[src/pkg/spi_status_pkg.sv]
// constants and carrier types for the serial port status and mode block
package spi_status_pkg;
  // register byte offsets
  localparam logic [7:0] OFF_FIFO_STATUS = 8'h14;
  localparam logic [7:0] OFF_RO_CONTROL  = 8'h24;
  localparam logic [7:0] OFF_RO_MATCH    = 8'h28;
  localparam logic [7:0] OFF_RO_CAPTURE  = 8'h2C;
  localparam logic [7:0] OFF_CLK_CONTROL = 8'h3C;
  localparam logic [7:0] OFF_THREE_WIRE  = 8'h54;
  // fifo_status field positions
  localparam int B_ROR  = 20;
  localparam int B_RFL  = 15;
  localparam int B_RNE  = 14;
  localparam int B_RFS  = 13;
  localparam int B_TUR  = 12;
  localparam int B_TFL  = 7;
  localparam int B_TNF  = 6;
  localparam int B_TFS  = 5;
  localparam int B_RX_TIMEOUT_FLAG = 3;
  localparam int B_CSS  = 1;
  localparam int B_BSY  = 0;
  // receive_only_control field positions
  localparam int B_MASK_LAST = 4;
  localparam int B_CNT_CLEAR = 3;
  localparam int B_CNT_LOAD  = 2;
  localparam int B_CNT_EN    = 1;
  localparam int B_RX_ONLY   = 0;
  // core_clock_control field positions
  localparam int B_DI_SEL  = 9;
  localparam int B_CLK_EN  = 8;
  localparam int B_CLK_SEL = 7;
  localparam int B_DIV     = 0;
  localparam int DIV_W     = 7;
  // three_wire_control field positions
  localparam int B_LIVE_WIDTH = 2;
  localparam int B_PIN_DIR    = 1;
  localparam int B_TRI_EN     = 0;
  // fifo geometry and reset values
  localparam int             LVL_W      = 5;
  localparam logic [4:0]     FIFO_DEPTH = 5'h10;
  localparam logic [31:0]    ZERO32     = 32'h0000_0000;
  localparam logic [DIV_W-1:0] DIV_ONE  = 7'h01;
  localparam logic [4:0]     LVL_ONE    = 5'h01;

  // receive-only counter states, one-hot
  typedef enum logic [2:0] {
    RO_IDLE = 3'b001,
    RO_RUN  = 3'b010,
    RO_DONE = 3'b100
  } ro_state_t;

  // fifo levels and thresholds from the datapath
  typedef struct packed {
    logic [LVL_W-1:0] rx_count;
    logic [LVL_W-1:0] tx_count;
    logic [3:0]       rx_threshold;
    logic [3:0]       tx_threshold;
  } fifo_levels_t;

  // one-cycle events and live levels from the core
  typedef struct packed {
    logic tx_underrun;
    logic rx_overrun;
    logic rx_timeout;
    logic sclk_cycle;
    logic last_sample;
    logic frame_active;
    logic slave_sync_pending;
  } core_events_t;
endpackage : spi_status_pkg

[src/rtl/spi_status_ctrl.sv]
// status flags, receive-only counter, core clock divider and three-wire pin control
`timescale 1ns/1ps
// Notes on behaviour
// - rx service request high while enabled and rx level above threshold.
// - tx underrun sets on empty-fifo read; write one clears; mask gates interrupt.
// - tx fill level reports tx fifo entries; zero is empty or full.
// - tx not full low only when tx fifo is full.
// - tx service request high while enabled and level at most threshold plus one.
// - rx timeout flag sets on timeout, pending until write one.
// - slave sync pending shows slave-signal synchronisation in progress.
// - frame active high while transferring, low when idle or disabled.
// - last-sample mask hides last-sample indication in receive-only mode.
// - counter clear bit zeroes counter, self-clears once port enabled.
// - counter load bit loads match value, self-clears once port enabled.
// - counter enable makes counter count serial clocks in receive-only mode.
// - receive-only bit: zero full duplex, one receive without transmitting.
// - master receive-only stops serial clock when counter equals match value.
// - writing one to capture snapshots counter when enabled; reads return snapshot.
// - data input select picks dedicated input or bidirectional pin.
// - internal clock enable gates the core clock.
// - clock select: zero divided clock, one system clock.
// - seven-bit divider sets system clock division ratio.
// - live width change allows frame width change without re-enable.
// - pin direction in three-wire mode: one input, zero output.
// - three-wire enable selects half-duplex on bidirectional pin.
// - rx overrun sets on write to full rx fifo; write one clears.
// - rx not empty high whenever rx fifo holds an entry.
module spi_status_ctrl
  import spi_status_pkg::*;
(
  // apb slave
  input  wire logic         pclk,
  input  wire logic         presetn,
  input  wire logic         psel,
  input  wire logic         penable,
  input  wire logic         pwrite,
  input  wire logic [7:0]   paddr,
  input  wire logic [31:0]  pwdata,
  output logic              pready,
  output logic              pslverr,
  output logic [31:0]       prdata,
  // core side
  input  wire logic         port_enable,
  input  wire logic         master_mode,
  input  wire logic         tx_underrun_mask,
  input  wire fifo_levels_t levels,
  input  wire core_events_t events,
  input  wire logic         tx_serial_bit,
  // core outputs
  output logic              rx_service_request,
  output logic              tx_service_request,
  output logic              tx_underrun_irq,
  output logic              rx_overrun_irq,
  output logic              rx_timeout_irq,
  output logic              last_sample_out,
  output logic              rx_only_stop,
  output logic              core_tick,
  output logic              live_width_change,
  output logic              rx_serial_bit,
  // pins
  input  wire logic         serial_input_pin,
  output logic              serial_output_pin,
  input  wire logic         bidir_in,
  output logic              bidir_out,
  output logic              bidir_oe_n
);

  typedef struct packed {
    logic [4:0]       ro_ctrl;
    logic [31:0]      match;
    logic [31:0]      snapshot;
    logic [31:0]      counter;
    logic [9:0]       clk_ctrl;
    logic [2:0]       tri_ctrl;
    logic             rx_overrun_flag;
    logic             tx_underrun_flag;
    logic             rx_timeout_flag;
    logic [DIV_W-1:0] div_cnt;
    logic             tick;
    logic             rx_bit;
    logic [31:0]      rdata;
    ro_state_t        ro_state;
  } state_t;

  state_t s;
  state_t next_s;

  logic        wr_access;
  logic        rd_setup;
  logic        hit;
  logic [31:0] status_word;
  logic [31:0] rd_word;
  logic [4:0]  rfl_full;
  logic [4:0]  tfs_limit;
  logic        rx_only;
  logic        cnt_en;
  logic        at_match;

  // bus decode
  assign wr_access = psel & penable & pwrite;
  assign rd_setup  = psel & ~penable & ~pwrite;
  assign hit = (paddr == OFF_FIFO_STATUS) | (paddr == OFF_RO_CONTROL) |
               (paddr == OFF_RO_MATCH) | (paddr == OFF_RO_CAPTURE) |
               (paddr == OFF_CLK_CONTROL) | (paddr == OFF_THREE_WIRE);
  assign pready  = 1'b1;
  assign pslverr = psel & penable & ~hit;
  assign prdata  = s.rdata;

  assign rx_only   = s.ro_ctrl[B_RX_ONLY];
  assign cnt_en    = s.ro_ctrl[B_CNT_EN];
  assign at_match  = (s.counter == s.match);
  assign rfl_full  = levels.rx_count - LVL_ONE;
  assign tfs_limit = {1'b0, levels.tx_threshold} + LVL_ONE;

  // status flags from live fifo levels, sticky flags and core event levels
  always_comb begin
    status_word = ZERO32;
    status_word[B_ROR] = s.rx_overrun_flag;
    status_word[B_RFL +: 4] = rfl_full[3:0];
    status_word[B_RNE] = (levels.rx_count != 5'h00);
    status_word[B_RFS] = port_enable & (levels.rx_count > {1'b0, levels.rx_threshold});
    status_word[B_TUR] = s.tx_underrun_flag;
    status_word[B_TFL +: 4] = levels.tx_count[3:0];
    status_word[B_TNF] = (levels.tx_count != FIFO_DEPTH);
    status_word[B_TFS] = port_enable & (levels.tx_count <= tfs_limit);
    status_word[B_RX_TIMEOUT_FLAG] = s.rx_timeout_flag;
    status_word[B_CSS] = port_enable & events.slave_sync_pending;
    status_word[B_BSY] = port_enable & events.frame_active;
  end

  // read mux
  always_comb begin
    rd_word = ZERO32;
    case (paddr)
      OFF_FIFO_STATUS: rd_word = status_word;
      OFF_RO_CONTROL:  rd_word[4:0] = s.ro_ctrl;
      OFF_RO_MATCH:    rd_word = s.match;
      OFF_RO_CAPTURE:  rd_word = s.snapshot;
      OFF_CLK_CONTROL: rd_word[9:0] = s.clk_ctrl;
      OFF_THREE_WIRE:  rd_word[2:0] = s.tri_ctrl;
      default:         rd_word = ZERO32;
    endcase
  end

  // next state
  always_comb begin
    next_s = s;
    next_s.rdata = rd_setup ? rd_word : s.rdata;
    // register writes
    if (wr_access) begin
      case (paddr)
        OFF_RO_CONTROL:  next_s.ro_ctrl = pwdata[4:0];
        OFF_RO_MATCH:    next_s.match = pwdata;
        OFF_CLK_CONTROL: next_s.clk_ctrl = pwdata[9:0];
        OFF_THREE_WIRE:  next_s.tri_ctrl = pwdata[2:0];
        default:         next_s.tri_ctrl = s.tri_ctrl;
      endcase
    end
    next_s.tx_underrun_flag = (s.tx_underrun_flag & ~(wr_access & (paddr == OFF_FIFO_STATUS) & pwdata[B_TUR]))
                 | events.tx_underrun;
    next_s.rx_overrun_flag = (s.rx_overrun_flag & ~(wr_access & (paddr == OFF_FIFO_STATUS) & pwdata[B_ROR]))
                 | events.rx_overrun;
    next_s.rx_timeout_flag = (s.rx_timeout_flag & ~(wr_access & (paddr == OFF_FIFO_STATUS) & pwdata[B_RX_TIMEOUT_FLAG]))
                  | events.rx_timeout;
    // count serial clocks in receive-only run
    if (s.ro_state == RO_RUN && events.sclk_cycle && !at_match)
      next_s.counter = s.counter + 32'h0000_0001;
    if (s.ro_ctrl[B_CNT_CLEAR] && port_enable) begin
      next_s.counter = ZERO32;
      next_s.ro_ctrl[B_CNT_CLEAR] = 1'b0;
    end
    // load counter from match, self-clear when enabled
    else if (s.ro_ctrl[B_CNT_LOAD] && port_enable) begin
      next_s.counter = s.match;
      next_s.ro_ctrl[B_CNT_LOAD] = 1'b0;
    end
    // capture on write one while enabled
    if (wr_access && paddr == OFF_RO_CAPTURE && pwdata[0] && port_enable)
      next_s.snapshot = s.counter;
    case (s.ro_state)
      RO_IDLE: begin
        if (port_enable && rx_only && cnt_en && events.frame_active)
          next_s.ro_state = RO_RUN;
      end
      RO_RUN: begin
        if (!port_enable || !rx_only || !cnt_en)
          next_s.ro_state = RO_IDLE;
        else if (master_mode && at_match)
          next_s.ro_state = RO_DONE;
      end
      RO_DONE: begin
        if (!port_enable || !rx_only || s.ro_ctrl[B_CNT_CLEAR] || s.ro_ctrl[B_CNT_LOAD])
          next_s.ro_state = RO_IDLE;
      end
      default: next_s.ro_state = RO_IDLE;
    endcase
    if (!s.clk_ctrl[B_CLK_EN]) begin
      next_s.tick = 1'b0;
      next_s.div_cnt = '0;
    end else if (s.clk_ctrl[B_CLK_SEL] || s.clk_ctrl[B_DIV +: DIV_W] <= DIV_ONE) begin
      // divider of zero or one passes through
      next_s.tick = 1'b1;
      next_s.div_cnt = '0;
    end else if (s.div_cnt >= s.clk_ctrl[B_DIV +: DIV_W] - DIV_ONE) begin
      next_s.tick = 1'b1;
      next_s.div_cnt = '0;
    end else begin
      next_s.tick = 1'b0;
      next_s.div_cnt = s.div_cnt + DIV_ONE;
    end
    next_s.rx_bit = s.clk_ctrl[B_DI_SEL] ? bidir_in : serial_input_pin;
  end

  // state register
  always_ff @(posedge pclk or negedge presetn) begin
    if (!presetn) begin
      s <= '{ro_state: RO_IDLE, default: '0};
    end else begin
      s <= next_s;
    end
  end

  // core-facing outputs
  assign rx_service_request = status_word[B_RFS];
  assign tx_service_request = status_word[B_TFS];
  assign tx_underrun_irq    = s.tx_underrun_flag & ~tx_underrun_mask;
  assign rx_overrun_irq     = s.rx_overrun_flag;
  assign rx_timeout_irq     = s.rx_timeout_flag;
  // mask last sample in receive-only mode
  assign last_sample_out    = events.last_sample & ~(rx_only & s.ro_ctrl[B_MASK_LAST]);
  assign rx_only_stop       = (s.ro_state == RO_DONE);
  assign core_tick          = s.tick;
  // live width change to control logic
  assign live_width_change  = s.tri_ctrl[B_LIVE_WIDTH];
  assign rx_serial_bit      = s.rx_bit;

  // pins; serial outputs forced low and bidir pin released in receive-only mode
  assign serial_output_pin = tx_serial_bit & ~rx_only;
  assign bidir_out         = tx_serial_bit & ~rx_only;
  assign bidir_oe_n = ~(s.tri_ctrl[B_TRI_EN] & ~s.tri_ctrl[B_PIN_DIR] & ~rx_only);

  // checks
  rfs_level_a: assert property (@(posedge pclk) disable iff (!presetn)
    rx_service_request == (port_enable && levels.rx_count > {1'b0, levels.rx_threshold}))
    else $error("rx service request wrong");
  tur_set_a: assert property (@(posedge pclk) disable iff (!presetn)
    events.tx_underrun |=> s.tx_underrun_flag ##0 (tx_underrun_irq == !tx_underrun_mask))
    else $error("underrun not set");
  tnf_full_a: assert property (@(posedge pclk) disable iff (!presetn)
    (levels.tx_count == FIFO_DEPTH) |-> !status_word[B_TNF])
    else $error("tx not full while full");
  tfs_level_a: assert property (@(posedge pclk) disable iff (!presetn)
    (port_enable && levels.tx_count <= tfs_limit) |-> tx_service_request)
    else $error("tx service request missing");
  rx_timeout_flag_hold_a: assert property (@(posedge pclk) disable iff (!presetn)
    (s.rx_timeout_flag && !(wr_access && paddr == OFF_FIFO_STATUS)) |=> s.rx_timeout_flag)
    else $error("timeout flag lost");
  cnt_clear_a: assert property (@(posedge pclk) disable iff (!presetn)
    (s.ro_ctrl[B_CNT_CLEAR] && port_enable) |=>
      (s.counter == ZERO32 && !s.ro_ctrl[B_CNT_CLEAR]))
    else $error("counter clear failed");
  cnt_load_a: assert property (@(posedge pclk) disable iff (!presetn)
    (s.ro_ctrl[B_CNT_LOAD] && !s.ro_ctrl[B_CNT_CLEAR] && port_enable) |=>
      (s.counter == $past(s.match)))
    else $error("counter load failed");
  ro_stop_a: assert property (@(posedge pclk) disable iff (!presetn)
    (s.ro_state == RO_RUN && port_enable && rx_only && cnt_en && master_mode && at_match)
      |=> rx_only_stop)
    else $error("receive-only stop missed");
  capture_a: assert property (@(posedge pclk) disable iff (!presetn)
    (wr_access && paddr == OFF_RO_CAPTURE && pwdata[0] && port_enable) |=>
      (s.snapshot == $past(s.counter)))
    else $error("snapshot wrong");
  div_pass_a: assert property (@(posedge pclk) disable iff (!presetn)
    (s.clk_ctrl[B_CLK_EN] && s.clk_ctrl[B_DIV +: DIV_W] <= DIV_ONE) [*2] |=> core_tick)
    else $error("pass-through tick missing");
  pin_dir_a: assert property (@(posedge pclk) disable iff (!presetn)
    (s.tri_ctrl[B_TRI_EN] && s.tri_ctrl[B_PIN_DIR]) |-> bidir_oe_n)
    else $error("bidir pin driven as input");

endmodule : spi_status_ctrl

[config.mk]
export PLATFORM = sky130hd
export DESIGN_NAME = spi_status_ctrl
export DESIGN_NICKNAME = d
export VERILOG_FILES = /design/src/pkg/spi_status_pkg.sv /design/src/rtl/spi_status_ctrl.sv
export SDC_FILE = /design/constraint.sdc
export NUM_CORES = 1
export LEC_CHECK = 0
export ABC_AREA = 1
export BUFFER_PORTS_ARGS = -buffer_cell sky130_fd_sc_hd__buf_2
export CAP_MARGIN = 20
export CORE_ASPECT_RATIO = 0.6
export CORE_UTILIZATION = 59
export CTS_CLUSTER_SIZE = 10
export DETAILED_ROUTE_END_ITERATION = 8
export PLACE_DENSITY = 0.9
export SYNTH_ARGS = -nofsm -noshare
export SYNTH_HDL_FRONTEND = slang
export SYNTH_SLANG_ARGS = --single-unit
[constraint.sdc]
create_clock -name pclk -period 2.6 [get_ports pclk]
set_input_delay 0.26 -clock pclk [delete_from_list [all_inputs] [get_ports pclk]]
set_output_delay 0.26 -clock pclk [all_outputs]
set_load 0.02 [all_outputs]
# Word level (Yosys, flattened, before mapping)
# Index checks and enable logic that the tools add are counted.
dict set report classes {
  n_bitwise 41
  add_sub_neg 5
  n_lt_le_gt_ge 4
  n_reduce_logical 30
  n_mux 22
  n_eq_ne 14
}
# cell count
set ops {}
lappend ops {{$mux W32} 4}
lappend ops {{$pmux W22 S3} 1}
lappend ops {{$mux W36} 1}
lappend ops {{$add A32 B1 Y32 const B} 1}
lappend ops {{$eq A32 B32 Y1} 1}
lappend ops {{$eq A8 B6 Y1 const B} 4}
lappend ops {{$mux W8} 3}
lappend ops {{$and A1 B1 Y1} 22}
lappend ops {{$pmux W5 S4} 1}
lappend ops {{$pmux W3 S6} 1}
lappend ops {{$mux W3} 4}
lappend ops {{$logic_and A1 B1 Y1} 11}
lappend ops {{$not A1 Y1} 11}
lappend ops {{$pmux W2 S5} 1}
lappend ops {{$reduce_and A2 Y1} 5}
lappend ops {{$pmux W3 S3} 1}
lappend ops {{$eq A8 B5 Y1 const B} 1}
lappend ops {{$eq A8 B7 Y1 const B} 1}
lappend ops {{$or A1 B1 Y1} 8}
lappend ops {{$add A7 B1 Y7 const B} 1}
lappend ops {{$ge A7 B7 Y1} 1}
lappend ops {{$le A7 B1 Y1 const B} 1}
lappend ops {{$sub A7 B1 Y7 const B} 1}
lappend ops {{$add A4 B1 Y5 const B} 1}
lappend ops {{other kinds (18)} 29}
dict set report word_totals {
  out_inout_bits 47
  in_bits 76
  reg_bits 161
}

# Logic depth before layout (Yosys ltp)
# Gate-level depths: netlist (run 1).
dict set report logic_depth {
  depth_word 8
  depth_mapped 14
  mapped_depth_nobuf 13
}

# Worst setup path before layout (run 1)
# No wires, ideal clock.
dict set report synth_path {
  path_kind {register to register}
  startpoint {register s[50] in the netlist's numbering}
  endpoint {register s, in the netlist core_tick}
  setup_slack_ns 0.571
  stages_incl_launch_ff 13
  arrival_ns 1.911
  n_path_buf 0
  path_cell_list {dfrtp_1 inv_1 ha_1 nand2_1 nor2_1 xnor2_1 ha_1 nand2_1 nor2_1 a211oi_1 o211ai_1 nor2_1 nor2_1}
}
# item line
set synth_lines {}
lappend synth_lines {{from (decl)} spi_status_ctrl.sv:85} ;# state_t s;
lappend synth_lines {{from (signal assigned)} spi_status_ctrl.sv:219} ;# s <= next_s;

==> results.py, run 1 <==
metrics = {
    "sta": {
        "fin_crit_ns": 2.42,
        "fmax_mhz": 414,
        "slew_violations": 0,
        "slew_headroom_pct": 52.1,
        "setup_viol_count_final": 0,
        "setup_tns_ns": 0,
        "final.period_utilization_pct": 92.9,
        "clock_skew_ns": 0.0106,
        "tightest_slew_ns": 0.718,
        "hold_viol": 0,
        "rsz0062_at_grt": "false",
        "whs_ns": 0.0162,
    },
    "critical_path": {
        "worstSetupPathType": "flip-flop to flip-flop",
        "endpoint_kind": "flip-flop",
        "r2r_start": "s[50]",
        "cp.required_ns": 2.92,
        "crit_fanout": 8,
        "cp.arrival_ns": 2.74,
        "worst_setup_path_start_kind": "flip-flop",
        "reg2reg_depth": 12,
        "reg2reg_to": "core_tick",
        "r2r_slack_ns": 0.18,
    },
    "placed_design": {
        "gp_congestion": 0.982,
        "place_area_um2": 10300,
        "hpwl_um": 20700,
        "port_buffers": 121,
    },
    "grt": {
        "grt_usage_pct": 35.7,
        "grt_pass1_wl_um": 46700,
        "overflow": 0,
        "grt_antenna_before_repair": 0,
        "grt_pass1_vias": 8968,
        "grt_max_degree": 66,
    },
    "logic_synthesis": {
        "synth.avg_cell_area_um2": 7.14,
        "async_flop_share_pct": 100,
        "postSynthCellCount": 1369,
        "synth_area_um2": 9770,
        "ys_seq_area_share_pct": 41.2,
        "synthesis.nets": 1467,
        "ys_ff_latch": 161,
        "synth_ff_type": "dfrtp_1",
        "ys_types": 48,
        "synth_edf_count": 0,
        "yosys_warnings": 0,
    },
    "cells_and_area": {
        "stdcell_area_um2": 10900,
        "layout-drive-gt1-share_pct": 14.7,
        "nets": 1545,
        "num_antenna_cells": 0,
        "final_cell_mix": "nand2_1 (485), dfrtp_1 (160), inv_1 (124), nor2_1 (124), buf_2 (120)",
        "nFillCells": 1314,
        "area_growth_pct": 11.7,
        "final_common_cell": "nand2_1",
    },
    "floorplanning": {
        "die_height_um": 102,
        "dieArea_um2": 17100,
        "initial_core_util_pct": 60.3,
        "dieWidth_um": 168,
        "core-area_um2": 16200,
        "ios": 123,
        "num_rows": 36,
    },
    "clocking": {
        "clkSlewWorstSetupHoldPaths_ns": 0.07,
        "root_buffer": "clkbuf_16",
        "clk_latency_ns": 0.44,
        "cts_sinks": 161,
        "postCtsSetupBuffers": 0,
        "cts_tree": "yes",
        "cts_buffer_depth": 2,
        "htreeDepth": 4,
        "numCtsBuffers": 17,
        "cts_resized": 0,
    },
    "flow_run": {
        "cap_violations": 0,
    },
    "worst_hold_path": {
        "hold_end": "rx_timeout_irq",
        "min_path_type": "input pin to flip-flop",
        "min_path_cells": 2,
        "hold_start": "events[4]",
    },
    "routing": {
        "dr.pass1.iters": 6,
        "via_per_inst": 5.78,
        "route.detailed.drc": 0,
        "drt_iter0_markers": 1163,
        "drt_wl_total_um": 29000,
        "ant_nets": 0,
        "wire_per_inst_um": 17.4,
        "via_count": 9639,
    },
    "pwr": {
        "power_density_nw_per_um2": 653,
        "peakVddDrop_mv": 0.481,
        "leakagePower_nw": 5.61,
    },
    "status": {
        "status": "completed",
    },
}
-- stage by stage --
stage	utilization (%)	power [mW]	worst slack (ns)	instances
2_1_floorplan	-	4.06	0.571	1369
3_3_place_gp	63.5	4.41	0.317	1636
3_5_place_dp	63.5	4.47	0.252	1636
4_1_cts	67.3	7.09	0.231	1669
5_1_grt	67.3	7.47	0.0101	1669
6_report	67.3	7.13	0.184	1669
-- power by group --
group | internal [mW] | switching, mW
logic | 0.533 | 0.932
clock network | 1.47 | 1.16
registers | 2.70 | 0.329
-- registers in the layout, indices dropped and copies added (netlist names) --
register	count
rx_timeout_irq	1
prdata	32
core_tick	1
rx_only	1
rx_serial_bit	1
rx_overrun_irq	1
s	122
live_width_change	1
cnt_en	1
-- layout make-up --
type                            instances  area [um^2]  area share (%)
Clock buffer                           18          439            4.02
Multi-Input combinational cell        992         4730            43.4
Clock inverter                         14          169            1.55
Sequential cell                       161         4030            36.9
Inverter                              133          499            4.57
Tap cell                              209          262            2.40
Timing Repair Buffer                  142          785            7.19
-- how the worst max path moves through the flow --
stage | start | endpoint | slack [ns] | depth (start not counted)
final | s[50] | core_tick | 0.18 | 12
after global routing | s[50] | core_tick | 0.01 | 11
after CTS | s[50] | s[41] | 0.23 | 11
after detailed placement | s[50] | s[41] | 0.25 | 11
after global placement | s[50] | core_tick | 0.32 | 12
after floorplan | s[50] | core_tick | 0.57 | 12
-- cell usage after synthesis, drive strengths merged, types with 2 or more instances --
library cell    n  area share (%)
a211oi          4            0.31
a21oi          43             2.2
a22o            3            0.27
a22oi           2            0.15
buf            60             4.4
clkbuf         23            0.88
clkinv          2           0.077
dfrtp         160              41
ha             22             2.8
inv           131             5.0
mux2            5            0.69
nand2         493              19
nand3          86             4.5
nand4          13            0.99
nor2          136             5.7
nor3           15            0.88
nor4            3            0.19
o211ai          2            0.15
o21ai         109             5.6
o21bai          3            0.23
o221ai          2            0.18
o22ai           6            0.38
or2             2            0.13
xnor2          24             2.2
xor2           10            0.90
-- kinds of logic (layout without fill, tap and decap cells) --
logic type	after synthesis	in the layout	synth area share [%]
AO/OA/AOI/OAI	180	180	10.0
flip-flops	161	161	41.2
other	1	1	0.0384
XOR/XNOR	34	34	3.05
AND/OR/NAND/NOR	750	750	31.8
adder cells (fa/ha/maj)	22	22	2.82
buffers and inverters	216	307	10.4
multiplexers	5	5	0.691
-- metal layers --
| layer | track usage (%) | part of all wire (%) | vias up |
|---|---|---|---|
| met5 | 0 | 0 | - |
| met4 | 11.1 | 1.9 | 0 |
| met3 | 11.7 | 12 | 66 |
| met2 | 52.4 | 41 | 594 |
| met1 | 50.2 | 44 | 4511 |
| li1 | - | - | 4468 |
-- worst max-delay path: stages, from the launching register on --
cell and delay (ns):
dfrtp_1 0.45, inv_1 0.12, ha_1 0.21, nand2_1 0.11
nor2_1 0.13, xnor2_1 0.14, ha_1 0.28, nand2_1 0.11
nor2_1 0.05, a211oi_1 0.19, o211ai_1 0.30, nor2_1 0.17
nor2_1 0.05
-- timing repair --
item	in CTS	in global routing
hold buffers	1	0
hold endpoints to repair	62	0
setup endpoints to repair	0	0
Power figures use the tool's default switching activity.
==> run 2, diff against run 1 <==
--- a/config.mk
+++ b/config.mk
@@ -6,13 +6,15 @@
 export NUM_CORES = 1
 export LEC_CHECK = 0
 export ABC_AREA = 1
-export BUFFER_PORTS_ARGS = -buffer_cell sky130_fd_sc_hd__buf_2
 export CAP_MARGIN = 20
+export CELL_PAD_IN_SITES_DETAIL_PLACEMENT = 1
+export CELL_PAD_IN_SITES_GLOBAL_PLACEMENT = 2
 export CORE_ASPECT_RATIO = 0.6
-export CORE_UTILIZATION = 59
+export CORE_UTILIZATION = 36
 export CTS_CLUSTER_SIZE = 10
 export DETAILED_ROUTE_END_ITERATION = 8
-export PLACE_DENSITY = 0.9
+export DONT_BUFFER_PORTS = 1
+export PLACE_DENSITY = 0.88
 export SYNTH_ARGS = -nofsm -noshare
 export SYNTH_HDL_FRONTEND = slang
 export SYNTH_SLANG_ARGS = --single-unit
==> results.py, run 2 (synthesis results as in run 1) <==
metrics = {
    "routing": {
        "wire_per_inst_um": 19.3,
        "drt_wl_total_um": 33400,
        "routed-wl-met2_um": 13800,
        "top_layer_used": "met4",
        "met1Wirelength_um": 17400,
        "ant_nets": 0,
        "route.detailed.drc": 0,
        "via_per_inst": 5.23,
        "wl_met3_um": 1930,
        "drt_iter0_markers": 637,
        "dr.pass1.iters": 5,
        "via_count": 9029,
    },
    "cells_and_area": {
        "largest_reg_flops": 122,
        "regMostFlops": "s",
        "final_cells": 1727,
        "seqCellArea_um2": 4030,
        "area_growth_pct": 10.1,
        "nFillCells": 3338,
        "layout-drive-gt1-share_pct": 6.80,
        "num_antenna_cells": 0,
        "final_cell_mix": "nand2_1 (485), dfrtp_1 (160), nor2_1 (124)",
        "multi_input_area_um2": 4730,
        "nets": 1454,
        "final_common_cell": "nand2_1",
    },
    "critical_path": {
        "r2r_start": "s[50]",
        "worst_setup_path_start_kind": "flip-flop",
        "endpoint_kind": "flip-flop",
        "crit_fanout": 6,
        "reg2reg_to": "s[42]",
        "reg2reg_depth": 12,
        "cp.required_ns": 2.96,
        "worstSetupPathType": "flip-flop to flip-flop",
        "cp.arrival_ns": 2.70,
        "r2r_slack_ns": 0.26,
    },
    "pwr": {
        "peakVddDrop_mv": 0.404,
        "power_density_nw_per_um2": 651,
        "leakagePower_nw": 5.20,
        "p_total_mw": 7.01,
    },
    "sta": {
        "whs_ns": -0.495,
        "tightest_slew_ns": 0.716,
        "slew_violations": 0,
        "final.period_utilization_pct": 90.0,
        "slew_headroom_pct": 52.1,
        "rsz0062_at_grt": "false",
        "clock_skew_ns": 0.0121,
        "fin_ws_ns": 0.261,
        "setup_tns_ns": 0,
        "fmax_mhz": 427,
        "fin_crit_ns": 2.34,
        "setup_viol_count_final": 0,
        "hold_viol": 161,
    },
    "clocking": {
        "numCtsBuffers": 17,
        "clk_latency_ns": 0.46,
        "cts_buffer_depth": 2,
        "htreeDepth": 4,
        "cts_tree": "yes",
        "cts_sinks": 161,
        "clkSlewWorstSetupHoldPaths_ns": 0.07,
        "root_buffer": "clkbuf_16",
    },
    "placed_design": {
        "port_buffers": 0,
        "dp_slack_ns": 0.170,
        "hpwl_um": 23900,
        "dp.cells": 1666,
        "gp_congestion": 0.891,
    },
    "status": {
        "failed_checks": "hold timing",
        "status": "finished with violations",
    },
    "floorplanning": {
        "ios": 123,
        "dieWidth_um": 215,
        "num_rows": 46,
        "core-area_um2": 26500,
        "die_height_um": 130,
        "initial_core_util_pct": 36.8,
        "dieArea_um2": 27800,
    },
    "flow_run": {
        "cap_violations": 0,
    },
    "grt": {
        "overflow": 0,
        "grt_max_degree": 162,
        "grt_pass1_vias": 9176,
        "grt_usage_pct": 25.1,
        "grt_antenna_before_repair": 0,
        "grt_pass1_wl_um": 53200,
    },
    "worst_hold_path": {
        "min_path_type": "input pin to asynchronous set/reset pin",
    },
}
-- run 2: cell types whose count changed in the layout (fill, tap and decap cells not counted), moves of 3 or more --
cell           before  now
buf_2             120    0
dlygate4sd3_1       1   30
clkbuf_8            1    6
inv_6               4    1
inv_8               3    0
-- run 2: worst max path at each step --
stage               startpoint         to  slack (ns)  cells past startpoint
finish                   s[50]      s[42]        0.26                     12
global route             s[50]      s[42]        0.02                     12
CTS                      s[50]      s[43]        0.14                     10
detailed placement       s[50]      s[43]        0.17                     11
global placement         s[50]  core_tick        0.30                     11
floorplan                s[50]  core_tick        0.57                     12
-- run 2: layer usage --
metal  track usage (%)  up-vias
li1                  -     4288
met1              38.1     4500
met2              36.2      219
met3              5.68       22
met4              4.58        0
met5                 0        -
-- run 2: cell type report --
class	count	area share, %
clock buffer	23	4.72
multi-input combinational	992	44.0
inverter	133	4.64
tap	360	4.18
sequential	161	37.4
clock inverter	7	0.697
timing repair buffer	51	4.37
-- run 2: timing repair --
action                                  4_1_cts  5_1_grt
buffers inserted                              0        1
gates resized for setup                       0        1
endpoints found under the setup margin        0        8
hold endpoints to repair                    191      162
hold buffers                                 29        1
-- run 2: power breakdown --
part           total (mW)  internal [mW]  leakage, nW  switching [mW]
clock                2.58           1.46        0.280            1.11
combinational        1.39          0.523         2.80           0.872
sequential           3.04           2.70         2.11           0.333
-- run 2: per-stage QoR --
step                      area [um^2]  util (%)
after floorplan                  9770         -
after global placement           9870      37.2
after detailed placement         9870      37.2
after CTS                       10700      40.5
after global routing            10800      40.6
final                           10800      40.6
-- run 2: worst max-delay path, cell delays in order, from the launching register on --
cell and delay [ns]:
dfrtp_1 0.44, inv_2 0.10, ha_1 0.19, nand2_1 0.10, nor2_1 0.13, xnor2_1 0.14
ha_1 0.28, nand2_1 0.10, nor2_1 0.05, a211oi_1 0.19, o211ai_1 0.18, buf_4 0.20
nor3_1 0.15
